### config.mk
export PLATFORM = sky130hd
export DESIGN_NAME = tpg_ctrl
export DESIGN_NICKNAME = d
export VERILOG_FILES = /design/src/hw/tpg_pkg.sv /design/src/hw/tpg_mem_if.sv /design/src/hw/tpg_gear_mem.sv /design/src/hw/tpg_ctrl.sv
export SDC_FILE = /design/constraint.sdc
export NUM_CORES = 1
export LEC_CHECK = 0
export BUFFER_PORTS_ARGS = -buffer_cell sky130_fd_sc_hd__buf_4
export CORE_MARGIN = 3
export CORE_UTILIZATION = 32
export DETAILED_ROUTE_END_ITERATION = 8
export PLACE_DENSITY = 0.46
export SYNTH_ARGS = -nofsm -noshare
export SYNTH_HDL_FRONTEND = slang
export SYNTH_SLANG_ARGS = --single-unit
### constraint.sdc
create_clock -name clk_sys -period 8.1 [get_ports clk_sys]
set_input_delay 1.62 -clock clk_sys [delete_from_list [all_inputs] [get_ports clk_sys]]
set_output_delay 1.62 -clock clk_sys [all_outputs]
set_load 0.02 [all_outputs]
### src/hw/tpg_pkg.sv
// Constants for the transmit power gear and pulse shaping controller.
// Assumes a single 40 MHz clock and a simple strobe register port.
package tpg_pkg;

   // -------------------------------------------------------------------------
   // Sizes
   // -------------------------------------------------------------------------
   localparam int GEAR_MAX = 8;
   localparam int GEAR_W   = 3;
   localparam int AGC_W    = 10;
   localparam int ADDR_W   = 8;

   // -------------------------------------------------------------------------
   // Register byte offsets
   // -------------------------------------------------------------------------
   localparam logic [7:0] OFS_CTRL       = 8'h00;
   localparam logic [7:0] OFS_GEAR_COUNT = 8'h04;
   localparam logic [7:0] OFS_SHIFT      = 8'h08;
   localparam logic [7:0] OFS_STATUS     = 8'h0C;
   localparam logic [7:0] OFS_SET_BASE   = 8'h20;
   localparam logic [7:0] OFS_THR_BASE   = 8'h40;

   // -------------------------------------------------------------------------
   // Field positions
   // -------------------------------------------------------------------------
   localparam int CTRL_EN_BIT      = 0;
   localparam int CTRL_FULLAM_BIT  = 1;
   localparam int CTRL_BYPASS_BIT  = 2;
   localparam int CTRL_USLEN_LSB   = 4;
   localparam int CTRL_RISELEN_LSB = 8;
   localparam int SET_POWER_LSB    = 0;
   localparam int SET_FALL_LSB     = 8;
   localparam int SET_RISE_LSB     = 12;
   localparam int SET_RESID_LSB    = 16;
   localparam int STAT_GEAR_LSB    = 0;
   localparam int STAT_SHAPE_LSB   = 4;
   localparam int STAT_AGC_LSB     = 16;

   // -------------------------------------------------------------------------
   // Reset values and levels
   // -------------------------------------------------------------------------
   localparam logic [11:0] CTRL_RESET       = 12'h000;
   localparam logic [3:0]  GEAR_COUNT_RESET = 4'h1;
   localparam logic [3:0]  SHIFT_RESET      = 4'h0;
   localparam logic [6:0]  CARRIER_FULL     = 7'h7F;
   localparam logic [6:0]  CARRIER_OFF      = 7'h00;

   typedef enum logic [1:0] {
      TPG_SH_CW,
      TPG_SH_FALL,
      TPG_SH_MOD,
      TPG_SH_RISE
   } tpg_shape_t;

endpackage

### src/hw/tpg_mem_if.sv
// Carrier between the controller and its gear settings memory.
// Assumes both ends run on clk_sys.
`timescale 1ns/1ps
interface tpg_mem_if;
   logic [2:0]  a_addr;
   logic [31:0] a_data;
   logic [2:0]  b_addr;
   logic [31:0] b_data;
   logic        wr_en;
   logic [2:0]  wr_addr;
   logic [31:0] wr_data;

   modport mem  (input a_addr, input b_addr, input wr_en, input wr_addr, input wr_data,
                 output a_data, output b_data);
   modport user (output a_addr, output b_addr, output wr_en, output wr_addr, output wr_data,
                 input a_data, input b_data);
endinterface

### src/hw/tpg_gear_mem.sv
// Per-gear transmitter settings store with one write and two registered reads.
// Assumes the user keeps addresses in range; reads return the word of the previous cycle.
`timescale 1ns/1ps
module tpg_gear_mem (
   input  wire logic clk_sys,
   input  wire logic rst_b,
   input  wire logic ce,
   tpg_mem_if.mem    mp
);
   logic [31:0] ram [tpg_pkg::GEAR_MAX];
   logic [31:0] next_a_data;
   logic [31:0] next_b_data;

   always_comb begin
      next_a_data = ram[mp.a_addr];
      next_b_data = ram[mp.b_addr];
   end

   always_ff @(posedge clk_sys) begin
      if (ce && mp.wr_en) begin
         ram[mp.wr_addr] <= mp.wr_data;
      end
   end

   always_ff @(posedge clk_sys or negedge rst_b) begin
      if (!rst_b) begin
         mp.a_data <= 32'h0000_0000;
         mp.b_data <= 32'h0000_0000;
      end else if (ce) begin
         mp.a_data <= next_a_data;
         mp.b_data <= next_b_data;
      end
   end
endmodule

### src/hw/tpg_ctrl.sv
// Transmit power gear controller with four-state pulse shaping sequencer.
// Assumes agc_value/agc_valid and mod_req come from logic on clk_sys.
//
// Operation
// - Hold an upper gain threshold per gear; exceeding the current one advances a gear.
// - Gear zero is maximum power and the starting gear.
// - Higher-numbered gears apply lower power, lowering supply current and gain.
// - Configuration: gear count, per-gear settings, low threshold shift, upper thresholds.
// - The gear table is indexed from gear zero upward.
// - Carrier changes between unmodulated and modulated in steps, not abruptly.
// - Each pulse runs carrier, undershoot pattern, modulated carrier, rising edge.
// - Modulated state switches the carrier off or drives a reduced residual level.
// - The fourth state applies switched-capacitor shaping to the rising edge.
// - Fall and rise time constants come from the current gear entry.
//
// The register offsets and the address-and-strobe port were left to the implementer.
`timescale 1ns/1ps
module tpg_ctrl (
   input  wire logic        clk_sys,
   input  wire logic        rst_b,
   input  wire logic        ce,
   input  wire logic [7:0]  reg_addr,
   input  wire logic [31:0] reg_wdata,
   input  wire logic        reg_wr,
   input  wire logic        reg_rd,
   output logic      [31:0] reg_rdata,
   input  wire logic [9:0]  agc_value,
   input  wire logic        agc_valid,
   input  wire logic        mod_req,
   output logic      [2:0]  gear,
   output logic      [7:0]  tx_power_level,
   output logic      [3:0]  tau_fall,
   output logic      [3:0]  tau_rise,
   output logic      [6:0]  carrier_level,
   output logic             undershoot_en,
   output logic             switched_cap_rise_shaping_en,
   output logic      [1:0]  shape_state
);
   tpg_mem_if mp ();

   tpg_gear_mem u_mem (
      .clk_sys (clk_sys),
      .rst_b   (rst_b),
      .ce      (ce),
      .mp      (mp.mem)
   );

   // ----------------------------------------------------------------------
   // Register port
   // ----------------------------------------------------------------------
   logic [11:0] ctrl, next_ctrl;
   logic [3:0]  gear_count, next_gear_count;
   logic [3:0]  shift, next_shift;
   logic [9:0]  agc_last, next_agc_last;
   logic [31:0] rd_word, next_rd_word;
   logic        rd_tab, next_rd_tab;
   logic [9:0]  thr [tpg_pkg::GEAR_MAX];
   logic        hit_set, hit_thr;
   tpg_pkg::tpg_shape_t state, next_state;

   always_comb begin
      hit_set = (reg_addr[7:5] == tpg_pkg::OFS_SET_BASE[7:5]) && (reg_addr[1:0] == 2'h0);
      hit_thr = (reg_addr[7:5] == tpg_pkg::OFS_THR_BASE[7:5]) && (reg_addr[1:0] == 2'h0);
      next_ctrl       = ctrl;
      next_gear_count = gear_count;
      next_shift      = shift;
      next_agc_last   = agc_valid ? agc_value : agc_last;
      next_rd_word    = 32'h0000_0000;
      next_rd_tab     = 1'b0;
      mp.wr_en   = reg_wr && hit_set;
      mp.wr_addr = reg_addr[4:2];
      mp.wr_data = reg_wdata;
      mp.b_addr  = reg_addr[4:2];
      if (reg_wr) begin
         unique case (reg_addr)
            tpg_pkg::OFS_CTRL:       next_ctrl = reg_wdata[11:0];
            tpg_pkg::OFS_GEAR_COUNT: next_gear_count = reg_wdata[3:0];
            tpg_pkg::OFS_SHIFT:      next_shift = reg_wdata[3:0];
            default:                 next_ctrl = ctrl;
         endcase
      end
      if (reg_rd) begin
         unique case (reg_addr)
            tpg_pkg::OFS_CTRL:       next_rd_word = {20'h0_0000, ctrl};
            tpg_pkg::OFS_GEAR_COUNT: next_rd_word = {28'h000_0000, gear_count};
            tpg_pkg::OFS_SHIFT:      next_rd_word = {28'h000_0000, shift};
            tpg_pkg::OFS_STATUS:     next_rd_word = {6'h00, agc_last, 10'h000, state, 1'b0, gear};
            default: begin
               if (hit_thr) begin
                  next_rd_word = {22'h00_0000, thr[reg_addr[4:2]]};
               end
               next_rd_tab = hit_set;
            end
         endcase
      end
   end

   always_ff @(posedge clk_sys or negedge rst_b) begin
      if (!rst_b) begin
         ctrl       <= tpg_pkg::CTRL_RESET;
         gear_count <= tpg_pkg::GEAR_COUNT_RESET;
         shift      <= tpg_pkg::SHIFT_RESET;
         agc_last   <= 10'h000;
         rd_word    <= 32'h0000_0000;
         rd_tab     <= 1'b0;
      end else if (ce) begin
         ctrl       <= next_ctrl;
         gear_count <= next_gear_count;
         shift      <= next_shift;
         agc_last   <= next_agc_last;
         rd_word    <= next_rd_word;
         rd_tab     <= next_rd_tab;
      end
   end

   assign reg_rdata = rd_tab ? mp.b_data : rd_word;

   // Upper gain threshold per gear, one register each.
   genvar gi;
   generate
      for (gi = 0; gi < tpg_pkg::GEAR_MAX; gi++) begin : g_thr
         logic [9:0] next_thr;
         always_comb begin
            next_thr = thr[gi];
            if (reg_wr && hit_thr && (reg_addr[4:2] == 3'(gi))) begin
               next_thr = reg_wdata[9:0];
            end
         end
         always_ff @(posedge clk_sys or negedge rst_b) begin
            if (!rst_b) begin
               thr[gi] <= 10'h3FF;
            end else if (ce) begin
               thr[gi] <= next_thr;
            end
         end
      end
   endgenerate

   // ----------------------------------------------------------------------
   // Gear selection
   // ----------------------------------------------------------------------
   logic       en, full_am, sc_bypass;
   logic [3:0] us_len, rise_len;
   logic [2:0] gear_last, next_gear;
   logic [9:0] thr_cur, thr_prev, low_thr;
   logic       go_up, go_down;

   always_comb begin
      en        = ctrl[tpg_pkg::CTRL_EN_BIT];
      full_am   = ctrl[tpg_pkg::CTRL_FULLAM_BIT];
      sc_bypass = ctrl[tpg_pkg::CTRL_BYPASS_BIT];
      us_len    = ctrl[tpg_pkg::CTRL_USLEN_LSB +: 4];
      rise_len  = ctrl[tpg_pkg::CTRL_RISELEN_LSB +: 4];
      // A count of zero behaves as one gear; counts above the table size are clipped.
      if (gear_count == 4'h0) begin
         gear_last = 3'h0;
      end else if (gear_count > 4'h8) begin
         gear_last = 3'h7;
      end else begin
         gear_last = 3'(gear_count - 4'h1);
      end
      thr_cur  = thr[gear];
      thr_prev = thr[3'(gear - 3'h1)];
      // The low threshold sits below the previous gear's upper threshold by a shifted fraction.
      low_thr  = (shift == 4'h0) ? 10'h000 : 10'(thr_prev - (thr_prev >> shift));
      go_up    = agc_valid && (agc_value > thr_cur) && (gear < gear_last);
      go_down  = agc_valid && (gear != 3'h0) && (agc_value < low_thr);
      next_gear = gear;
      if (!en) begin
         next_gear = 3'h0;
      end else if (gear > gear_last) begin
         next_gear = gear_last;
      end else if (go_up) begin
         next_gear = 3'(gear + 3'h1);
      end else if (go_down) begin
         next_gear = 3'(gear - 3'h1);
      end
      mp.a_addr = gear;
   end

   always_ff @(posedge clk_sys or negedge rst_b) begin
      if (!rst_b) begin
         gear <= 3'h0;
      end else if (ce) begin
         gear <= next_gear;
      end
   end

   // ----------------------------------------------------------------------
   // Pulse shaping sequencer
   // ----------------------------------------------------------------------
   logic [3:0] cnt, next_cnt;
   logic [6:0] resid, next_carrier;
   logic [7:0] next_power;
   logic [3:0] next_fall, next_rise;

   always_comb begin
      next_state = state;
      next_cnt   = 4'h0;
      unique case (state)
         tpg_pkg::TPG_SH_CW: begin
            if (mod_req) begin
               next_state = tpg_pkg::TPG_SH_FALL;
            end
         end
         tpg_pkg::TPG_SH_FALL: begin
            if (cnt == us_len) begin
               next_state = tpg_pkg::TPG_SH_MOD;
            end else begin
               next_cnt = 4'(cnt + 4'h1);
            end
         end
         tpg_pkg::TPG_SH_MOD: begin
            if (!mod_req) begin
               next_state = tpg_pkg::TPG_SH_RISE;
            end
         end
         tpg_pkg::TPG_SH_RISE: begin
            if (cnt == rise_len) begin
               next_state = tpg_pkg::TPG_SH_CW;
            end else begin
               next_cnt = 4'(cnt + 4'h1);
            end
         end
      endcase
      resid = mp.a_data[tpg_pkg::SET_RESID_LSB +: 7];
      // Transitions use the gear's residual carrier; the modulated state may cut it fully.
      unique case (next_state)
         tpg_pkg::TPG_SH_CW:  next_carrier = tpg_pkg::CARRIER_FULL;
         tpg_pkg::TPG_SH_MOD: next_carrier = full_am ? tpg_pkg::CARRIER_OFF : resid;
         default:             next_carrier = resid;
      endcase
      next_power = mp.a_data[tpg_pkg::SET_POWER_LSB +: 8];
      next_fall  = mp.a_data[tpg_pkg::SET_FALL_LSB +: 4];
      next_rise  = mp.a_data[tpg_pkg::SET_RISE_LSB +: 4];
   end

   always_ff @(posedge clk_sys or negedge rst_b) begin
      if (!rst_b) begin
         state          <= tpg_pkg::TPG_SH_CW;
         cnt            <= 4'h0;
         carrier_level  <= tpg_pkg::CARRIER_FULL;
         undershoot_en  <= 1'b0;
         switched_cap_rise_shaping_en  <= 1'b0;
         tx_power_level <= 8'h00;
         tau_fall       <= 4'h0;
         tau_rise       <= 4'h0;
      end else if (ce) begin
         state          <= next_state;
         cnt            <= next_cnt;
         carrier_level  <= next_carrier;
         undershoot_en  <= (next_state == tpg_pkg::TPG_SH_FALL);
         switched_cap_rise_shaping_en  <= (next_state == tpg_pkg::TPG_SH_RISE) && !sc_bypass;
         tx_power_level <= next_power;
         tau_fall       <= next_fall;
         tau_rise       <= next_rise;
      end
   end

   assign shape_state = state;
endmodule

**Yosys cells after proc, flatten, opt, wreduce, memory -nomap -nowiden**

Memory sizes are Yosys's and may differ from the RTL's. A register that Yosys moved wholly into a read port is not among the register bits.
Cells that the tools add are included.

- Add/sub/neg operators: 5
- Magnitude comparators: 8
- Equal/unequal tests: 21
- Shifts and indexed selects: 1
- Mux-type cells: 34
- Bitwise operators: 3
- Reductions and logical operators: 43

Operator list:

| cell | number |
|---|---|
| case mux 26 bit (4 select lines) | 1 |
| binary-select mux 10 bit (select 3 bit) | 3 |
| 2-to-1 mux 10 bit | 8 |
| 2-to-1 mux 32 bit | 1 |
| 2-to-1 mux 26 bit | 1 |
| AND reduction 2 bit | 10 |
| logical AND 1 bit | 18 |
| 2-to-1 mux 3 bit | 6 |
| == test 8 x 4 -> 1 bit, second input constant | 2 |
| case mux 7 bit (2 select lines) | 1 |
| == test 3 bit, second input constant | 4 |
| >= comparator 4 bit, second input constant | 3 |
| inverter 3 -> 4 bit | 3 |
| greater-than comparator 10 bit | 1 |
| < comparator 10 bit | 1 |
| >> shifter 10 x 4 -> 10 bit | 1 |
| subtractor 10 bit | 1 |
| == test 3 x 2 -> 1 bit, second input constant | 3 |
| AND reduction 3 bit | 3 |
| == test 2 bit, second input constant | 4 |
| == test 4 bit | 2 |
| == test 8 x 3 -> 1 bit, second input constant | 1 |
| logical NOT 4 bit | 2 |
| logical NOT 8 bit | 1 |
| other kinds (20) | 34 |

- Bits in registers: 177
- Memory bits (writable): 256
- Input port bits: 57
- Logic and storage cells: 139
- Memories kept: 1

Memories:

| name | depth | bits a word | rd ports | clocked after Yosys merged registers in | wr ports | line | RTL |
|---|---|---|---|---|---|---|---|
| u_mem.ram | 8 | 32 | 2 | 2 | 1 | tpg_gear_mem.sv:10 | `logic [31:0] ram [tpg_pkg::GEAR_MAX];` |

**Longest topological paths before layout**

- Depth after elaboration: 14
- Mapped depth: 32

**By module**

From an unflattened synthesis, not the netlist that was laid out.

- Cells, all modules: 1885
- Area total of the unflattened synthesis: 25194.2 um^2

By module, submodules not included:

| module | instances | cells an instance | area each (um^2) | sequential area each (um^2) |
|---|---|---|---|---|
| tpg_gear_mem | 1 | 1001 | 14770.4 | 9288.9 |
| tpg_ctrl | 1 | 884 | 10423.7 | 4289.1 |

**Worst setup path before layout**

OpenSTA, ideal clock, no wires.

- Path type: reg2reg
- From: register gear[0]
- To: register gear[2]
- Setup time: 0.119 ns
- Data arrival time: 6.162 ns
- Data required time: 7.981 ns
- Slack: 1.819 ns
- Stages on the path, launching flop included: 32
- Clock period less this slack: 6.281 ns
- Cells stage by stage: dfrtp_1 -> buf_6 -> buf_12 -> buf_6 -> buf_2 -> buf_2 -> inv_1 -> ha_1 -> clkbuf_1 -> mux4_2 -> mux2_2 -> mux2i_1 -> mux2i_1 -> a32o_1 -> a21o_1 -> ha_1 -> fa_1 -> nor2b_1 -> o21ai_0 -> a21boi_0 -> o21ai_0 -> nor2b_1 -> xnor2_1 -> nand2_1 -> ha_1 -> a2111oi_0 -> o21ai_0 -> a21oi_1 -> o21a_1 -> a211o_1 -> o221ai_1 -> o21a_1

- Longest elaborated chain between the ends: 12
- Elaborated cells between the ends (all ways): 28
- Those cells by class: add/sub (3); order compare (4); eq/ne (1); shift (1); mux (11); bitwise (2); reduce/logical (6)

Ends and longest elaborated chain:

| item | line | RTL |
|---|---|---|
| start: declaration | tpg_ctrl.sv:30 | `output logic [2:0] gear,` |
| start signal: assignment | tpg_ctrl.sv:185 | `gear <= next_gear;` |
| subtractor 3 x 1 -> 3 bit | tpg_ctrl.sv:163, tpg_ctrl.sv:176 |  |
| inverter 3 -> 4 bit (implied by the code) | tpg_ctrl.sv:163 | `thr_prev = thr[3'(gear - 3'h1)];` |
| binary-select mux 10 bit (select 3 bit) | tpg_ctrl.sv:163 |  |
| 2-to-1 mux 10 bit (implied by the code) (2 in series) | tpg_ctrl.sv:163 |  |
| >> shifter 10 x 4 -> 10 bit | tpg_ctrl.sv:165 | `low_thr = (shift == 4'h0) ? 10'h000 : 10'(thr_prev - (thr_prev >> shift));` |
| subtractor 10 bit | tpg_ctrl.sv:165 |  |
| 2-to-1 mux 10 bit | tpg_ctrl.sv:165 |  |
| < comparator 10 bit | tpg_ctrl.sv:167 | `go_down = agc_valid && (gear != 3'h0) && (agc_value < low_thr);` |
| logical AND 1 bit | tpg_ctrl.sv:167 |  |
| != test 4 x 1 -> 1 bit (no source line) | - |  |
| AND reduction 2 bit (no source line) | - |  |

Parallel ways exist; a longest one is shown, timed or not. The select of a mux whose other input is x is not followed.
A chain may end at the register's enable or synchronous reset.

**Worst setup path in the final report**

Ends and elaborated chain as after synthesis.

==> metrics.yaml <==
synthesis:
  ys_seq_area_share_pct: 57.7
  synthesis.area_per_instance_um2: 15.2
  synthCells: 1524
  synth-compound-area-share_pct: 4.75
  synthAdderAreaFrac_pct: 2.03
  mappedNetlistArea_um2: 23100
  post_synth_mux_area_share_pct: 27.4
  ys_types: 58
  synth_ff_type: "sky130_fd_sc_hd__edfxtp_1"
  yosys.area_share.simple_pct: 5.09
  synthXorXnorAreaFrac_pct: 0.605
  synth-async-reset-ratio_pct: 46.4
  combinational_family_with_the_most_area_after_synthesis: "multiplexers"
  mappedNetlistNets: 1618
  synth-warning-count: 0
  synthesized_flop_and_latch_total: 478
  synth_edf_count: 256
cts:
  clock_latency_on_the_worst_skew_pair_ns: 0.63
  ctsLongestPathBuffers: 3
  cts_num_sinks: 478
  clkSlewWorstSetupHoldPaths_ns: 0.06
  clock-root-buffer: "sky130_fd_sc_hd__clkbuf_16"
  cts_made_buffers: 56
  cts_tree: "done"
  htreeDepth: 2
  post_cts.resized_instances: 0
  cts_post_setup_buffers_inserted: 0
  cts_hold_buf: 0
floorplan:
  floorplan.core_area_um2: 70900
  fp.dieW_um: 275
  floorplan.die_area_um2: 75600
  boundaryPins: 119
  row_count: 97
  die_h_um: 275
  start_util_pct: 32.7
drt:
  viasPerCell: 5.30
  ant_nets: 0
  maxUsedRoutingLayer: "met5"
  wire_per_inst_um: 25.5
  num_vias: 13900
  wl_met2_um: 30600
  detail_route.wirelength.met1_um: 31700
  drt-initial-drc-count: 1125
  drt-pass1-iter-count: 5
  wirelength_um: 66600
  detailroute.wirelength.met3_um: 3300
  drc: 0
timing:
  fmax_mhz: 154
  report.final.hold_viol_count: 0
  post-route-period-util_pct: 80.0
  finalCriticalPeriod_ns: 6.48
  rsz0062_at_grt: "false"
  timing.final.setup_violations: 0
  finalMaxSlewViolations: 0
  final.setup.tns_ns: 0
  worst_slew_pin_slew_ns: 1.02
  relSlewSlack_pct: 32.1
  finalClockSkew_ns: 0.0382
cells_and_area:
  drive_above_1_share_pct: 38.1
  final_design_area_no_fill_um2: 27000
  post_route_non_filler_standard_cell_count: 2617
  final_net_count: 1722
  layout_stage_area_growth_over_the_synthesis_result_pct: 16.6
place:
  io_buffers: 118
  gpl.final_weighted_congestion: 0.848
  placed_instance_count: 2510
  dp.final_hpwl_um: 41600
  placed_inst_area_um2: 25100
job:
  timing.max_cap.violations: 0
setup_path:
  cp_data_arrival_time_ns: 6.98
  critical_path_rt_ns: 8.60
  setup.worst_path.class: "reg -> reg"
  critPathCaptureType: "flip-flop"
  critical_path_peak_fanout: 30
  timing.critical_path.mode_cell: "sky130_fd_sc_hd__o21ai_0"
  worst_path_largest_cell_delay_ns: 0.81
  setup.worst_path.start_class: "flip-flop"
  r2r_setup_slk_ns: 1.62
  crit_slowest_cell: "sky130_fd_sc_hd__dfrtp_4"
pwr:
  power_density_over_the_cells_nw_per_um2: 245
  total_leakage_power_nw: 9.98
  ir_worst_vdd_mv: 0.202
  post-layout-total-power_w: 0.00661
grt:
  initial_antenna_violation_count: 2
  grt_max_degree: 115
  grt-ovfl-total: 0
  grt_pass1_vias: 14000
  wire_length_of_the_first_global_routing_pass_um: 97800
  grt.total_usage_pct: 17.7
worst_hold_path:
  hold_path.class: "reg -> reg"
status:
  status: "finished clean"
[final timing paths]
path,from,to,depth (start not counted)
worst min register to register,agc_last[3]$_DFFE_PN0P_,rd_word[19]$_DFFE_PN0P_,2
min in group asynchronous,rst_b,agc_last[9]$_DFFE_PN0P_,1
worst max register to register,gear[0]$_DFFE_PN0P_,gear[2]$_DFFE_PN0P_,27
worst max-delay path,gear[0]$_DFFE_PN0P_,gear[2]$_DFFE_PN0P_,27
max in group asynchronous,rst_b,rd_word[0]$_DFFE_PN0P_,2
worst min-delay path,agc_last[3]$_DFFE_PN0P_,rd_word[19]$_DFFE_PN0P_,2
[layout by cell type, fill, tap and decap left out, types with 4 or more instances in the layout]
cell type and instances:
sky130_fd_sc_hd__ha_1 36, sky130_fd_sc_hd__edfxtp_1 256, sky130_fd_sc_hd__o21a_1 5, sky130_fd_sc_hd__o21ai_0 62
sky130_fd_sc_hd__nor2b_1 13, sky130_fd_sc_hd__dfstp_2 88, sky130_fd_sc_hd__nand2b_1 10, sky130_fd_sc_hd__dfrtp_1 130
sky130_fd_sc_hd__mux4_1 8, sky130_fd_sc_hd__xor2_1 12, sky130_fd_sc_hd__clkinv_1 5, sky130_fd_sc_hd__mux2i_1 88
sky130_fd_sc_hd__a211o_1 4, sky130_fd_sc_hd__nand2_1 97, sky130_fd_sc_hd__and2_1 10, sky130_fd_sc_hd__inv_1 35
sky130_fd_sc_hd__clkbuf_1 11, sky130_fd_sc_hd__clkbuf_16 57, sky130_fd_sc_hd__bufinv_16 6, sky130_fd_sc_hd__clkbuf_8 7
sky130_fd_sc_hd__nor2_4 6, sky130_fd_sc_hd__or3_1 4, sky130_fd_sc_hd__clkinv_2 15, sky130_fd_sc_hd__a21o_1 5
sky130_fd_sc_hd__a21oi_1 85, sky130_fd_sc_hd__mux4_2 165, sky130_fd_sc_hd__buf_4 136, sky130_fd_sc_hd__nand3_1 19
sky130_fd_sc_hd__mux2_2 135, sky130_fd_sc_hd__a31oi_1 6, sky130_fd_sc_hd__o22ai_1 9, sky130_fd_sc_hd__xnor2_1 4
sky130_fd_sc_hd__nor2_1 87, sky130_fd_sc_hd__nor3_1 7
[power by group]
group / switching [W] / internal [W] / leakage, nW
Combinational: 0.000620 / 0.000529 / 4.20
Clock: 0.00105 / 0.00155 / 0.943
Sequential: 0.000146 / 0.00271 / 4.84
Total: 0.00182 / 0.00479 / 9.98
[state kept, by name, summed over array words and instances, names as in the netlist, 4 cells and up]
signal	flops
ctrl	12
rd_word	22
u_mem.mp.a_data	23
u_mem.ram	256
tau_rise	4
agc_last	10
cnt	4
shift	4
tau_fall	4
tx_power_level	8
thr	80
carrier_level	7
u_mem.mp.b_data	32
gear_count	4
[routing by layer]
layer	global-route usage [%]	vias to the layer above
met1	26.0	7324
met2	27.5	360
met4	3.29	4
met3	3.17	69
li1	-	6122
met5	0	-
[Yosys cell counts (12+ instances only)]
library cell,instances,area share (%)
sky130_fd_sc_hd__edfxtp_1,256,33
sky130_fd_sc_hd__nand2_1,97,1.6
sky130_fd_sc_hd__nor2b_1,13,0.35
sky130_fd_sc_hd__nor2_1,93,1.5
sky130_fd_sc_hd__nand3_1,19,0.41
sky130_fd_sc_hd__mux4_2,165,16
sky130_fd_sc_hd__inv_1,35,0.57
sky130_fd_sc_hd__dfrtp_1,134,14
sky130_fd_sc_hd__buf_1,15,0.24
sky130_fd_sc_hd__mux2i_1,88,3.8
sky130_fd_sc_hd__clkbuf_1,58,0.94
sky130_fd_sc_hd__xor2_1,12,0.45
sky130_fd_sc_hd__ha_1,36,1.9
sky130_fd_sc_hd__mux2_2,135,6.6
sky130_fd_sc_hd__dfstp_2,88,10
sky130_fd_sc_hd__o21ai_0,62,1.3
sky130_fd_sc_hd__a21oi_1,85,1.8
sky130_fd_sc_hd__buf_2,18,0.39
[area by class of cell]
| cell class | count | area, um2 |
|---|---|---|
| Antenna cell | 1 | 2.50 |
| Clock buffer | 75 | 1560 |
| Clock inverter | 31 | 362 |
| Fill cell | 6669 | 43900 |
| Inverter | 38 | 143 |
| Multi-Input combinational cell | 913 | 9290 |
| Sequential cell | 478 | 13400 |
| Tap cell | 940 | 1180 |
| Timing Repair Buffer | 141 | 1100 |
[worst max-delay path, delay by kind of cell (launching register included)]
kind                       cells  cell delay, ns
AOI/OAI and AO/OA             12            2.04
xor gates and xnor gates       1            0.16
adders and majority gates      4            1.33
buffers and inverters          2            0.55
DFF                            1            0.81
muxes                          2            0.77
and+or+nand+nor                6            0.69
[cell families after synthesis]
family,Yosys count
buffers and inverters,133
adder cells (fa/ha/maj),37
XOR/XNOR,16
AND/OR/NAND/NOR,268
flip-flops,478
AO/OA/AOI/OAI,195
multiplexers,397
[stage by stage]
| step | util, % | hold WS, ns | worst slack, ns |
|---|---|---|---|
| floorplan | - | 0.444 | 1.82 |
| global placement | 35.4 | 0.458 | 1.69 |
| detailed placement | 35.4 | 0.464 | 1.66 |
| CTS | 38.1 | 0.479 | 1.61 |
| global route | 38.1 | 0.497 | 0.986 |
| finish | 38.1 | 0.476 | 1.62 |
No activity file was read; power rests on OpenSTA's default activity.
